===== src/lacr_pkg.sv =====
// package for the load-adaptive current regulator: register map, fields, types
`default_nettype none
package lacr_pkg;
  // =====================================================
  // register byte offsets on the bus
  localparam logic [7:0] LACR_OFS_WORD = 8'h00;   // 20-bit config word entry
  localparam logic [7:0] LACR_OFS_STAT = 8'h04;   // status, clear on read
  localparam logic [7:0] LACR_OFS_MASK = 8'h08;   // interrupt mask
  localparam logic [7:0] LACR_OFS_SCALE = 8'h0C;  // live scaling factor
  localparam logic [7:0] LACR_OFS_LOAD = 8'h10;   // held load measurement
  // =====================================================
  // word address patterns, bits 19:17
  localparam int LACR_ADDR_HI = 19;
  localparam int LACR_ADDR_LO = 17;
  localparam logic [2:0] LACR_ADDR_ADAPT = 3'h5;  // one, zero, one
  localparam logic [2:0] LACR_ADDR_STALL = 3'h6;  // one, one, zero
  // adaptive word fields
  localparam int LACR_MINF_BIT = 15;
  localparam int LACR_DEC_HI = 14;
  localparam int LACR_DEC_LO = 13;
  localparam int LACR_UOFS_HI = 11;
  localparam int LACR_UOFS_LO = 8;
  localparam int LACR_INC_HI = 6;
  localparam int LACR_INC_LO = 5;
  localparam int LACR_LTH_HI = 3;
  localparam int LACR_LTH_LO = 0;
  // stall word fields
  localparam int LACR_FILT_BIT = 16;
  localparam int LACR_SGT_HI = 14;
  localparam int LACR_SGT_LO = 8;
  localparam int LACR_CS_HI = 4;
  localparam int LACR_CS_LO = 0;
  // threshold unit and filter spacing
  localparam int LACR_THR_SHIFT = 5;              // times 32
  localparam logic [1:0] LACR_FILT_STEPS = 2'h3;  // four full steps, counted 0..3
  // status bit positions
  localparam int LACR_ST_INC = 0;
  localparam int LACR_ST_DEC = 1;
  localparam int LACR_ST_STALL = 2;
  localparam int LACR_ST_W = 3;
  // =====================================================
  // configuration carriers
  typedef struct packed {
    logic min_quarter;       // minimum fraction is a quarter
    logic [1:0] dec_code;    // decrement sample count code
    logic [3:0] upper_ofs;   // upper threshold offset
    logic [1:0] inc_code;    // increment step size code
    logic [3:0] lower_thr;   // lower threshold, zero disables
  } lacr_adapt_type;
  typedef struct packed {
    logic filt_en;           // filtered measurement
    logic signed [6:0] stall_threshold;  // stall threshold
    logic [4:0] cs;          // current scale
  } lacr_stall_type;
endpackage
`default_nettype wire


===== src/lacr_stepper.sv =====
// saturating scaling-factor stepper, one adaptive decision per sample
`default_nettype none
module lacr_stepper
  import lacr_pkg::*;
(
  // clock and reset
  input wire logic core_clk,
  input wire logic rst_b,
  // control
  input wire logic sample,          // qualified load sample
  input wire logic enable,          // adaptation on
  input wire logic below,           // sample under lower threshold
  input wire logic at_or_above,     // sample at or over upper threshold
  input wire lacr_adapt_type cfg,   // adaptive configuration
  input wire logic [4:0] cs,        // programmed current scale
  // result
  output logic [4:0] factor,        // adaptive scaling factor
  output logic inc_ev,              // one-cycle increment event
  output logic dec_ev               // one-cycle decrement event
);
  typedef struct packed {
    logic [4:0] factor;
    logic [5:0] hits;
    logic inc_ev;
    logic dec_ev;
  } lacr_step_state_type;
  lacr_step_state_type st, next_st;
  logic [4:0] floor_v;   // lowest allowed factor
  logic [5:0] need;      // samples needed per decrement
  logic [4:0] step;      // increment amount
  logic [5:0] sum;       // widened increment result

  // =====================================================
  // limits and step sizes
  always_comb
  begin
    // (cs+1)/2 or (cs+1)/4 expressed in factor code form
    floor_v = cfg.min_quarter ? 5'((6'(cs) + 6'h01) >> 2) : 5'((6'(cs) + 6'h01) >> 1);
    if (floor_v != 5'h00)
      floor_v = floor_v - 5'h01;
    unique case (cfg.dec_code)
      2'h0: need = 6'h20;
      2'h1: need = 6'h08;
      2'h2: need = 6'h02;
      2'h3: need = 6'h01;
    endcase
    step = 5'h01 << cfg.inc_code;
    sum = 6'(st.factor) + 6'(step);
  end

  // =====================================================
  // next state
  always_comb
  begin
    next_st = st;
    next_st.inc_ev = 1'b0;
    next_st.dec_ev = 1'b0;
    if (!enable)
    begin
      // disabled: full programmed scale
      next_st.factor = cs;
      next_st.hits = 6'h00;
    end
    else if (sample && below)
    begin
      // increase, saturate at programmed scale
      next_st.factor = (sum > 6'(cs)) ? cs : sum[4:0];
      next_st.hits = 6'h00;
      next_st.inc_ev = 1'b1;
    end
    else if (sample && at_or_above)
    begin
      if (st.hits + 6'h01 >= need)
      begin
        // enough high samples: one step down, not under the floor
        next_st.hits = 6'h00;
        next_st.factor = (st.factor > floor_v) ? st.factor - 5'h01 : floor_v;
        next_st.dec_ev = 1'b1;
      end
      else
        next_st.hits = st.hits + 6'h01;
    end
    else if (st.factor > cs)
      next_st.factor = cs;  // scale lowered by software
  end

  // =====================================================
  // state register
  always_ff @(posedge core_clk or negedge rst_b)
  begin
    if (!rst_b)
      st <= '0;
    else
      st <= next_st;
  end

  assign factor = st.factor;
  assign inc_ev = st.inc_ev;
  assign dec_ev = st.dec_ev;

  // =====================================================
  // checks
  property p_sat_top;
    @(posedge core_clk) disable iff (!rst_b)
      enable && sample && below |=> factor <= $past(cs);
  endproperty
  a_sat_top: assert property (p_sat_top) else $error("factor above scale");
  property p_disabled;
    @(posedge core_clk) disable iff (!rst_b)
      !enable |=> factor == $past(cs);
  endproperty
  a_disabled: assert property (p_disabled) else $error("disabled factor wrong");
  property p_inc;
    @(posedge core_clk) disable iff (!rst_b)
      enable && sample && below |=> inc_ev;
  endproperty
  a_inc: assert property (p_inc) else $error("increment missed");
  property p_dec_one;
    @(posedge core_clk) disable iff (!rst_b)
      enable && sample && !below && at_or_above && cfg.dec_code == 2'h3 |=> dec_ev;
  endproperty
  a_dec_one: assert property (p_dec_one) else $error("decrement missed");
  c_dec: cover property (@(posedge core_clk) dec_ev);
endmodule
`default_nettype wire


===== src/lacr_top.sv =====
// load-adaptive current regulator: bus slave, config words, filtering, stall flag
`default_nettype none
//
// Functional notes
// - pattern 101 in bits 19:17 selects adaptive word
// - pattern 110 in bits 19:17 selects stall word
// - bit 15 picks half or quarter minimum
// - bits 14:13 give 32/8/2/1 decrement samples
// - upper threshold is (lower+offset+1) times 32
// - bits 6:5 give 1/2/4/8 increment steps
// - load under lower times 32 raises current
// - lower threshold zero disables adaptation
// - filter bit clear: every sample used
// - filter bit set: update every four steps
// - smaller threshold makes stall flag trip later, at a lower measurement
// - current scale is (field+1)/32
// - scale applies to both coil targets
//
module lacr_top
  import lacr_pkg::*;
#(
  parameter int LOAD_W = 10  // load measurement width
)
(
  // clock and reset
  input wire logic core_clk,
  input wire logic rst_b,
  // ahb-lite slave
  input wire logic hsel,
  input wire logic [31:0] haddr,
  input wire logic [1:0] htrans,
  input wire logic hwrite,
  input wire logic [2:0] hsize,
  input wire logic [31:0] hwdata,
  input wire logic hready,
  output logic hreadyout,
  output logic hresp,
  output logic [31:0] hrdata,
  // load measurement source
  input wire logic [LOAD_W-1:0] load_in,   // raw measurement
  input wire logic load_valid,             // one-cycle sample strobe
  input wire logic full_step,              // one-cycle full-step strobe
  // coil current targets
  input wire logic [7:0] coil_a_in,        // unscaled coil A target
  input wire logic [7:0] coil_b_in,        // unscaled coil B target
  output logic [7:0] coil_a_out,           // scaled coil A target
  output logic [7:0] coil_b_out,           // scaled coil B target
  // indicators
  output logic stall_indicator_out,        // load at or under stall level
  output logic irq                         // unmasked status pending
);
  initial
  begin
    if (LOAD_W < 10 || LOAD_W > 16)
      $error("LOAD_W must be 10..16");
  end

  // all state in one record
  typedef struct packed {
    logic ph_valid;                    // data phase pending
    logic ph_write;                    // pending is a write
    logic [7:0] ph_addr;               // pending byte offset
    lacr_adapt_type adapt;             // adaptive config
    lacr_stall_type stall;             // stall config
    logic [LACR_ST_W-1:0] status;      // sticky events
    logic [LACR_ST_W-1:0] mask;        // interrupt mask
    logic [1:0] step_cnt;              // full steps since last update
    logic [LOAD_W-1:0] load_meas;      // held measurement
    logic meas_new;                    // held measurement just updated
    logic [31:0] rdata;
    logic [7:0] coil_a;
    logic [7:0] coil_b;
    logic stall_flag;
    logic irq;
  } lacr_state_type;
  lacr_state_type st, next_st;

  logic [4:0] factor;                  // adaptive scale from stepper
  logic inc_ev;
  logic dec_ev;
  logic adapt_en;
  logic below;
  logic at_or_above;
  logic [LOAD_W+1:0] lower_lvl;        // lower threshold in load units
  logic [LOAD_W+1:0] upper_lvl;        // upper threshold in load units
  logic signed [LOAD_W+2:0] stall_lvl; // stall trip level
  logic addr_ok;
  logic rd_take;                       // read address phase taken this edge
  logic [31:0] rd_mux;
  logic [19:0] wword;

  // =====================================================
  // scale a coil target by (factor+1)/32
  function automatic logic [7:0] scale_coil(input logic [7:0] v, input logic [4:0] f);
    logic [13:0] prod;
    prod = 14'(v) * (14'(f) + 14'h0001);
    return prod[12:5];
  endfunction

  // =====================================================
  // thresholds
  always_comb
  begin
    adapt_en = st.adapt.lower_thr != 4'h0;
    lower_lvl = (LOAD_W+2)'(st.adapt.lower_thr) << LACR_THR_SHIFT;
    upper_lvl = ((LOAD_W+2)'(st.adapt.lower_thr) + (LOAD_W+2)'(st.adapt.upper_ofs)
                + (LOAD_W+2)'(1)) << LACR_THR_SHIFT;
    below = (LOAD_W+2)'(st.load_meas) < lower_lvl;
    at_or_above = (LOAD_W+2)'(st.load_meas) >= upper_lvl;
    // signed threshold shifts the trip point; smaller value trips at less load
    stall_lvl = (LOAD_W+3)'(st.stall.stall_threshold) + (LOAD_W+3)'(1 <<< LACR_THR_SHIFT);
  end

  // =====================================================
  // register read decode, on the address phase: with no wait state the
  // data must already stand during the data phase that follows
  always_comb
  begin
    addr_ok = 1'b1;
    rd_take = hsel && hready && htrans[1] && !hwrite;
    rd_mux = 32'h0000_0000;
    unique case (haddr[7:0])
      LACR_OFS_WORD: rd_mux = 32'h0000_0000;  // write-only words
      LACR_OFS_STAT: rd_mux = 32'(st.status);
      LACR_OFS_MASK: rd_mux = 32'(st.mask);
      LACR_OFS_SCALE: rd_mux = 32'(factor);
      LACR_OFS_LOAD: rd_mux = 32'(st.load_meas);
      default: addr_ok = 1'b0;
    endcase
    wword = hwdata[19:0];
  end

  // =====================================================
  // next state
  always_comb
  begin
    next_st = st;
    next_st.meas_new = 1'b0;
    // address phase capture
    next_st.ph_valid = hsel && hready && htrans[1];
    if (hsel && hready && htrans[1])
    begin
      next_st.ph_write = hwrite;
      next_st.ph_addr = haddr[7:0];
    end
    // data phase
    if (st.ph_valid && st.ph_write && st.ph_addr == LACR_OFS_WORD)
    begin
      if (wword[LACR_ADDR_HI:LACR_ADDR_LO] == LACR_ADDR_ADAPT)
      begin
        next_st.adapt.min_quarter = wword[LACR_MINF_BIT];
        next_st.adapt.dec_code = wword[LACR_DEC_HI:LACR_DEC_LO];
        next_st.adapt.upper_ofs = wword[LACR_UOFS_HI:LACR_UOFS_LO];
        next_st.adapt.inc_code = wword[LACR_INC_HI:LACR_INC_LO];
        next_st.adapt.lower_thr = wword[LACR_LTH_HI:LACR_LTH_LO];
      end
      else if (wword[LACR_ADDR_HI:LACR_ADDR_LO] == LACR_ADDR_STALL)
      begin
        next_st.stall.filt_en = wword[LACR_FILT_BIT];
        next_st.stall.stall_threshold = wword[LACR_SGT_HI:LACR_SGT_LO];
        next_st.stall.cs = wword[LACR_CS_HI:LACR_CS_LO];
      end
    end
    if (st.ph_valid && st.ph_write && st.ph_addr == LACR_OFS_MASK)
      next_st.mask = hwdata[LACR_ST_W-1:0];
    // read data captured at the address edge, shown for one cycle
    next_st.rdata = 32'h0000_0000;
    if (rd_take)
      next_st.rdata = rd_mux;
    // status read clears at the same edge that captures it, so nothing
    // set later is lost; new events below win over the clear
    if (rd_take && addr_ok && haddr[7:0] == LACR_OFS_STAT)
      next_st.status = '0;
    // measurement capture, raw or every fourth full step
    if (!st.stall.filt_en)
    begin
      if (load_valid)
      begin
        next_st.load_meas = load_in;
        next_st.meas_new = 1'b1;
      end
    end
    else if (full_step)
    begin
      next_st.step_cnt = st.step_cnt + 2'h1;
      if (st.step_cnt == LACR_FILT_STEPS)
      begin
        next_st.load_meas = load_in;
        next_st.meas_new = 1'b1;
      end
    end
    // stall flag: measurement at or under trip level
    next_st.stall_flag = $signed({3'b000, st.load_meas}) <= stall_lvl;
    if (next_st.stall_flag && !st.stall_flag)
      next_st.status[LACR_ST_STALL] = 1'b1;
    if (inc_ev)
      next_st.status[LACR_ST_INC] = 1'b1;
    if (dec_ev)
      next_st.status[LACR_ST_DEC] = 1'b1;
    // both coil targets take the same scale
    next_st.coil_a = scale_coil(coil_a_in, factor);
    next_st.coil_b = scale_coil(coil_b_in, factor);
    next_st.irq = |(next_st.status & next_st.mask);
  end

  // =====================================================
  // state register
  always_ff @(posedge core_clk or negedge rst_b)
  begin
    if (!rst_b)
      st <= '0;
    else
      st <= next_st;
  end

  // =====================================================
  // adaptive stepper
  lacr_stepper u_step (
    .core_clk(core_clk),
    .rst_b(rst_b),
    .sample(st.meas_new),
    .enable(adapt_en),
    .below(below),
    .at_or_above(at_or_above),
    .cfg(st.adapt),
    .cs(st.stall.cs),
    .factor(factor),
    .inc_ev(inc_ev),
    .dec_ev(dec_ev)
  );

  // outputs straight from flops; zero wait state, always okay
  assign hreadyout = 1'b1;
  assign hresp = 1'b0;
  assign hrdata = st.rdata;
  assign coil_a_out = st.coil_a;
  assign coil_b_out = st.coil_b;
  assign stall_indicator_out = st.stall_flag;
  assign irq = st.irq;

  // =====================================================
  // checks
  property p_adapt_sel;
    @(posedge core_clk) disable iff (!rst_b)
      st.ph_valid && st.ph_write && st.ph_addr == LACR_OFS_WORD
      && hwdata[19:17] == 3'h5 |=> st.adapt.lower_thr == $past(hwdata[3:0]);
  endproperty
  a_adapt_sel: assert property (p_adapt_sel) else $error("adaptive word lost");
  property p_stall_sel;
    @(posedge core_clk) disable iff (!rst_b)
      st.ph_valid && st.ph_write && st.ph_addr == LACR_OFS_WORD
      && hwdata[19:17] == 3'h6 |=> st.stall.cs == $past(hwdata[4:0]);
  endproperty
  a_stall_sel: assert property (p_stall_sel) else $error("stall word lost");
  property p_raw;
    @(posedge core_clk) disable iff (!rst_b)
      !st.stall.filt_en && load_valid |=> st.load_meas == $past(load_in);
  endproperty
  a_raw: assert property (p_raw) else $error("raw sample missed");
  property p_filt;
    @(posedge core_clk) disable iff (!rst_b)
      st.stall.filt_en && !full_step |=> $stable(st.load_meas);
  endproperty
  a_filt: assert property (p_filt) else $error("filtered update early");
  property p_irq;
    @(posedge core_clk) disable iff (!rst_b)
      ##1 irq == |($past(next_st.status) & $past(next_st.mask));
  endproperty
  a_irq: assert property (p_irq) else $error("irq mismatch");
  // read data must stand in the data phase right after the address phase
  property p_rd_scale;
    @(posedge core_clk) disable iff (!rst_b)
      rd_take && haddr[7:0] == LACR_OFS_SCALE
      |=> hrdata == 32'($past(factor));
  endproperty
  a_rd_scale: assert property (p_rd_scale) else $error("read data not in data phase");
  // a decrement event is never swallowed by a status clear
  property p_event_wins;
    @(posedge core_clk) disable iff (!rst_b)
      dec_ev |=> st.status[LACR_ST_DEC];
  endproperty
  a_event_wins: assert property (p_event_wins) else $error("decrement event lost");
  // upper level sits offset plus one units above the lower level
  property p_levels;
    @(posedge core_clk) disable iff (!rst_b)
      upper_lvl == lower_lvl
      + (((LOAD_W+2)'(st.adapt.upper_ofs) + (LOAD_W+2)'(1)) << LACR_THR_SHIFT);
  endproperty
  a_levels: assert property (p_levels) else $error("upper level wrong");
  // factor code 15 is sixteen of thirty-two: exactly half the target
  property p_coil_half;
    @(posedge core_clk) disable iff (!rst_b)
      factor == 5'h0F |=> coil_a_out == {1'b0, $past(coil_a_in[7:1])};
  endproperty
  a_coil_half: assert property (p_coil_half) else $error("coil scaling wrong");
  c_inc: cover property (@(posedge core_clk) inc_ev);
  c_stall: cover property (@(posedge core_clk) stall_indicator_out);
  c_irq: cover property (@(posedge core_clk) irq);
endmodule
`default_nettype wire


===== config.mk =====
export PLATFORM = sky130hd
export DESIGN_NAME = lacr_top
export DESIGN_NICKNAME = d
export VERILOG_FILES = /design/src/lacr_pkg.sv /design/src/lacr_stepper.sv /design/src/lacr_top.sv
export SDC_FILE = /design/constraint.sdc
export NUM_CORES = 1
export LEC_CHECK = 0
export BUFFER_PORTS_ARGS = -buffer_cell sky130_fd_sc_hd__buf_2
export CAP_MARGIN = 10
export CORE_UTILIZATION = 40
export DETAILED_ROUTE_END_ITERATION = 8
export SYNTH_ARGS = -nofsm -noshare
export SYNTH_HDL_FRONTEND = slang
export SYNTH_HIERARCHICAL = 1
export SYNTH_SLANG_ARGS = --single-unit

===== constraint.sdc =====
create_clock -name core_clk -period 8.41 [get_ports core_clk]
set_input_delay 2.523 -clock core_clk [delete_from_list [all_inputs] [get_ports core_clk]]
set_output_delay 2.523 -clock core_clk [all_outputs]
set_load 0.1 [all_outputs]

# After elaboration in Yosys (flattened, before gate mapping)
# Index checks and enable logic that the tools add are counted.
# word_totals
out_inout_bits	52
regBits	118
# classes
shift	1
n_mul	2
n_bitwise	2
eq_ne	16
magnitude_cmp	7
add_sub_neg	10
n_reduce_logical	26
n_mux	29
# op_table
op	n
11-bit two-way mux	6
10-bit case mux with 4 select lines	1
5-bit two-way mux	7
8-bit by 4-bit == test with 1-bit output (second input constant)	3
6-bit case mux with 4 select lines	1
5-bit by 1-bit adder with 6-bit output (second input constant)	3
8-bit logical NOT	2
8-bit by 14-bit multiplier with 13-bit output	1
8-bit by 6-bit multiplier with 13-bit output	1
6-bit two-way mux	2
10-bit by 11-bit greater-or-equal comparator with 1-bit output	1
11-bit by 8-bit <= comparator with 1-bit output	1
1-bit logical AND	11
5-bit > comparator	2
10-bit by 9-bit less-than comparator with 1-bit output	1
10-bit two-way mux	1
5-bit by 1-bit subtractor with 5-bit output (second input constant)	2
7-bit by 7-bit adder with 8-bit output (second input constant)	1
8-bit by 3-bit == test with 1-bit output (second input constant)	1
8-bit by 5-bit == test with 1-bit output (second input constant)	1
1-bit two-way mux	8
4-bit inequality test (second input constant)	2
5-bit by 5-bit adder with 6-bit output	1
6-bit by 1-bit adder with 6-bit output (second input constant)	1
24 further kinds	32

# Depth between registers and ports, before layout
# Gate-level depths: netlist of the first run.
# depth
depth_word	10
depth_mapped	19
depth_no_buf	17

# Cells and area by module
# The synthesis of the first run kept the hierarchy.
# modules_own_cells
module	seq_area_each_um2	cells_each	area_each_um2	n_inst
lacr_top	2077.0	660	6710.2	1
lacr_stepper	325.3	230	1908.1	1

# Worst setup path after synthesis of the first run
# OpenSTA, ideal clock, no wires.
# synth_path
path_kind	in2reg
from	input port coil_b_in[3]
to	register st (netlist bit coil_b_out[5])
n_path_buf	0
path_stages	13
t_arrival_ns	5.774
path_slack_ns	2.556
t_required_ns	8.330
cell_sequence	and2_1 fa_1 inv_1 fa_1 inv_1 fa_1 ha_1 and4_1 a221oi_1 o21ai_0 o21a_1 nor2_1 xnor2_1
# synth_rtl
element	line	text
start, declared	lacr_top.sv:45	input wire logic [7:0] coil_b_in,
end signal, assigned	lacr_top.sv:213	st <= next_st;
end, declared	lacr_top.sv:76	lacr_state_type st, next_st;

==> results of run 1 <==
[flip-flops by register name, indices dropped and copies added, names as in the netlist]
| signal | flops |
|---|---|
| coil_a_out | 8 |
| coil_b_out | 8 |
| hrdata | 10 |
| irq | 1 |
| lower_lvl | 4 |
| st | 51 |
| stall_indicator_out | 1 |
| u_step/dec_ev | 1 |
| u_step/factor | 5 |
| u_step/inc_ev | 1 |
| u_step/st | 6 |
[layout make-up]
class / instances / area, µm²
Tap cell: 275 / 344
Inverter: 103 / 387
Clock buffer: 11 / 243
Fill cell: 2080 / 11700
Clock inverter: 5 / 86.3
Timing Repair Buffer: 96 / 503
Sequential cell: 96 / 2400
Multi-Input combinational cell: 641 / 5390
[metal layers]
metal	global-route usage, %	wire [µm]
met5	0	0
met3	2.48	622
met2	30.4	8810
met1	22.1	8120
met4	4.95	229
[worst min-delay path by stage]
stage | from | endpoint | slack [ps] | cells past startpoint
after global placement | u_step/dec_ev | st[67] | 450 | 1
after CTS | u_step/dec_ev | st[67] | 480 | 1
final | u_step/dec_ev | st[67] | 470 | 1
after global routing | u_step/dec_ev | st[67] | 510 | 1
after floorplan | u_step/inc_ev | st[66] | 440 | 1
after detailed placement | u_step/dec_ev | st[67] | 460 | 1
[cell usage in the layout, fill, tap and decap left out, drive strengths merged, types with 3 or more instances in the layout]
| cell type | n |
|---|---|
| xor2 | 12 |
| conb | 24 |
| fa | 48 |
| nor2b | 23 |
| a22o | 3 |
| mux2i | 4 |
| clkbuf | 11 |
| and4 | 3 |
| and3 | 6 |
| inv | 105 |
| or2 | 4 |
| nand4 | 5 |
| xnor2 | 29 |
| a211oi | 5 |
| nand2b | 9 |
| a21oi | 29 |
| a31oi | 7 |
| mux2 | 42 |
| buf | 96 |
| nand3 | 22 |
| o21ai | 40 |
| ha | 89 |
| nor2 | 33 |
| and2 | 65 |
| a21o | 10 |
| a22oi | 6 |
| o21a | 4 |
| o211ai | 5 |
| dfrtp | 96 |
| nor3 | 9 |
| nand2 | 65 |
| a32o | 3 |
[report_power, final]
part / leakage [nW] / switching (mW) / internal [mW]
Combinational: 3.34 / 1.30 / 0.837
Sequential: 1.18 / 0.0624 / 0.552
Clock: 0.161 / 0.186 / 0.272
Total: 4.68 / 1.55 / 1.66
[critical path: stages]
cell and delay, ps:
buf_2 140, and2_1 160, fa_1 530, inv_1 50
fa_1 470, inv_1 50, fa_1 470, ha_1 340
and4_1 210, a221oi_1 460, o21ai_0 300, o21a_1 240
nor2_1 100, xnor2_1 140
[per-stage QoR]
| step | hold WS (ps) | power, mW |
|---|---|---|
| detailed placement | 461 | 2.79 |
| finish | 470 | 3.21 |
| global route | 505 | 3.58 |
| global placement | 455 | 2.74 |
| CTS | 475 | 3.26 |
| floorplan | 439 | 2.45 |
[kinds of logic (layout without fill, tap and decap cells)]
logic type,count (synthesis),count (layout),share of synthesized area (%)
flip-flops,96,96,27.9
multiplexers,46,46,6.08
adder cells (fa/ha/maj),137,137,24.1
XOR/XNOR,41,41,4.25
AO/OA/AOI/OAI,136,136,10.7
other,2,24,0.0871
buffers and inverters,175,215,10.5
AND/OR/NAND/NOR,257,257,16.4
==> flow_summary.toml, run 1 <==
[die]
initial_core_util_pct = 40.9
fp.dieW_um = 149
core_area_um2 = 21100
rows = 53
dieArea_um2 = 22100
io_pins = 154
die_y_um = 149

[synthesis]
synth_edf_count = 0
synth-main-ff-cell = "dfrtp_1"
ys_types = 73
syn_inst = 890
ys_top_cells_by_count = "inv_1, dfrtp_1, ha_1, and2_1, nand2_1"
synthArstFlopShare_pct = 100
yosysTopAreaCell = "dfrtp_1"
yosysWarningCount = 6
ys_seq_elements = 96
yosysSeqAreaShare_pct = 27.9
yosys-top-cells-area = "dfrtp_1, ha_1, fa_1"
synth.most_common_cell = "inv_1"
syn_avg_cell_area_um2 = 9.68
synth.cell_area_um2 = 8620
synth_top_area_share_pct = 27.9

[global_route]
grt_max_degree = 75
grt_antenna_before_repair = 0
grt_pass1_vias = 6211
grt_pass1_wl_um = 30400
overflow = 0
grt_usage_pct = 17.3

[route]
route.vias.total = 6149
ant_nets = 0
wl_per_cell_um = 14.5
first_pass_iters = 4
routed_wl_um = 17800
drc = 0
via_per_inst = 5.01
drt_iter0_drc = 192

[finish]
syn2layout_area_growth_pct = 8.55
postLayoutCellArea_um2 = 9360
drive_gt1_share_pct = 18.0
postLayoutCoreUtil_pct = 44.4
n_antenna_cell = 0
fin_nets = 1186
final_cells = 1227

[place]
dpl.hpwl_um = 13700
gp_congestion = 0.838
post_dp_cell_area_um2 = 9030
place_ws_ps = 2110
port_buffers = 88
dp.cells = 1211

[clocking]
ctsHoldBuffers = 0
cts_buffers = 9
cts_resized = 0
path_clk_slew_ps = 70
cts_root_buffer = "clkbuf_16"
clkSinkCount = 96
clockBufferDepth = 2
post_cts_buffers = 0
insertion_delay_ps = 350
cts_htree_levels = 3
tritoncts = "built"

[critical_path]
critPathKind = "primary input to flop"
critPathCaptureType = "flop"
cp_max_fo = 6
worstSetupEndpoint = "coil_b_out[5]"
rrSetupSlack_ps = 3130
arrival_ps = 6180
timing.rr.end = "coil_b_out[5]"
critPathLaunchType = "primary input"
cp.required_ps = 8670
r2r-start = "u_step/factor[1]"
worst-r2r-cell-count = 15
cp-startpoint = "coil_b_in[3]"

[pwr]
powerDensity_nw_per_um2 = 343
p_leak_nw = 4.68
max-vdd-ir-drop_mv = 0.187

[timing]
tns_ps = 0
skew_ps = 11.0
fin_ws_ps = 2500
setup_viol = 0
hold_violations = 0
period_minus_slack_ps = 5910
min_period_over_period_pct = 70.3
max-slew-margin-rel_pct = 21.2
max_freq_ghz = 0.169
tightest_slew_ps = 1180
grt_setup_unrepaired = "no"
drv_slew = 0

[min_path]
hp-class = "flop to flop"

[run]
drv_cap = 0

[status]
status = "completed"
(Power assumes the default switching activity.)
==> inputs of run 2 (changes only) <==
==> constraint.sdc (replaced) <==
create_clock -name core_clk -period 5.4 [get_ports core_clk]
set_input_delay 1.62 -clock core_clk [delete_from_list [all_inputs] [get_ports core_clk]]
set_output_delay 1.62 -clock core_clk [all_outputs]
set_load 0.1 [all_outputs]
==> flow_summary.toml, run 2 (synthesis results as in run 1) <==
[critical_path]
arrival_ps = 5070
path_common_cell = "fa_1"
cp_max_fo = 6
worst-r2r-cell-count = 17
rrSetupSlack_ps = 810
cp.required_ps = 5670
critPathKind = "primary input to flop"
critPathCaptureType = "flop"
timing.rr.end = "coil_a_out[6]"
cp-startpoint = "coil_b_in[4]"
worstSetupEndpoint = "coil_b_out[7]"
path_cells = "buf_2, and2_1, fa_1, inv_1, fa_1, inv_1, fa_1, ha_1, and4_1, a221oi_1, buf_4, o21ai_0, nand3_1, o21ai_0, xnor2_1"
critPathMaxStageDelay_ps = 500
crit_path_top_delay_cell = "fa_1"
critPathLaunchType = "primary input"
r2r-start = "u_step/factor[0]"

[timing]
tightest_slew_ps = 608
period_minus_slack_ps = 4800
hold_violations = 0
grt_setup_unrepaired = "no"
setup_viol = 0
drv_slew = 0
min_period_over_period_pct = 88.9
fin_ws_ps = 601
max-slew-margin-rel_pct = 59.3
tns_ps = 0
skew_ps = 10.4
max_freq_ghz = 0.208

[min_path]
hp-class = "flop to flop"

[place]
place_ws_ps = 223
dpl.hpwl_um = 13700
port_buffers = 88
post_dp_cell_area_um2 = 9080
gp_congestion = 0.824

[finish]
largest_register_ffs = 51
n_antenna_cell = 0
postLayoutCellArea_um2 = 9390
postLayoutCoreUtil_pct = 44.5
final_common_cell = "inv_1"
drive_gt1_share_pct = 18.7
fin_nets = 1193
top_register = "st"
nFillCells = 2065
syn2layout_area_growth_pct = 8.99
final_cell_mix = "inv_1, dfrtp_1, ha_1"

[pwr]
powerDensity_nw_per_um2 = 531
max-vdd-ir-drop_mv = 0.296
power_mw = 4.99
p_leak_nw = 4.71

[clocking]
clkSinkCount = 96
cts_root_buffer = "clkbuf_16"
insertion_delay_ps = 350
clockBufferDepth = 2
ctsHoldBuffers = 0
post_cts_buffers = 0
path_clk_slew_ps = 80
tritoncts = "built"
cts_htree_levels = 3
cts_resized = 0
cts_buffers = 9

[die]
die_y_um = 149
initial_core_util_pct = 40.9
core_area_um2 = 21100
dieArea_um2 = 22100
rows = 53
fp.dieW_um = 149
io_pins = 154

[global_route]
grt_antenna_before_repair = 0
grt_max_degree = 38
grt_pass1_wl_um = 29800
overflow = 0
grt_pass1_vias = 6064
grt_usage_pct = 17.0

[route]
drc = 0
highest_layer = "met4"
first_pass_iters = 4
drt_iter0_drc = 257
met1_length_um = 8130
routed_wl_um = 17600
wl_met3_um = 598
ant_nets = 0
route.vias.total = 6114
via_per_inst = 4.95
wl_per_cell_um = 14.3
wl_met2_um = 8640

[status]
status = "completed"

[run]
drv_cap = 0
==> run 2: cell type report <==
class | instances | area, µm² | area share (%)
clock inverters | 7 | 88.8 | 0.946
inverters | 103 | 387 | 4.12
repair buffers | 103 | 556 | 5.91
flip-flops and latches | 96 | 2400 | 25.6
well taps | 275 | 344 | 3.66
multi-input cells | 641 | 5390 | 57.4
clock buffers | 9 | 225 | 2.40
==> run 2: worst min path at each step <==
stage | from | to | slack (ps) | depth (start not counted)
2_1_floorplan | u_step/inc_ev | st[66] | 440 | 1
3_3_place_gp | u_step/dec_ev | st[67] | 450 | 1
3_5_place_dp | u_step/dec_ev | st[67] | 470 | 1
4_1_cts | u_step/inc_ev | st[66] | 480 | 1
5_1_grt | u_step/inc_ev | st[66] | 510 | 1
6_report | u_step/inc_ev | st[66] | 470 | 1
==> run 2: critical path, delay by kind of cell <==
kind                       cells  cell delay, ps
AOI/OAI and AO/OA              3             640
and+or+nand+nor                3             510
xor gates and xnor gates       1             140
adders and majority gates      4            1770
buffers and inverters          4             390
==> run 2: per-layer routing <==
metal | vias to the layer above | global-route usage, %
met1 | 2962 | 21.7
li1 | 3033 | -
met4 | 0 | 4.54
met3 | 14 | 2.54
met2 | 105 | 30.0
met5 | - | 0
==> run 2: metrics by stage <==
stage	std cells	hold slack (ps)
2_1_floorplan	912	439
6_report	1234	471
5_1_grt	1234	508
4_1_cts	1234	475
3_5_place_dp	1218	466
3_3_place_gp	1218	452
==> run 2: power by group <==
| part | switching, mW | internal, mW | leakage [nW] |
|---|---|---|---|
| Sequential | 0.0863 | 0.860 | 1.18 |
| Clock | 0.311 | 0.369 | 0.155 |
| Combinational | 2.03 | 1.33 | 3.37 |
| Total | 2.43 | 2.56 | 4.71 |
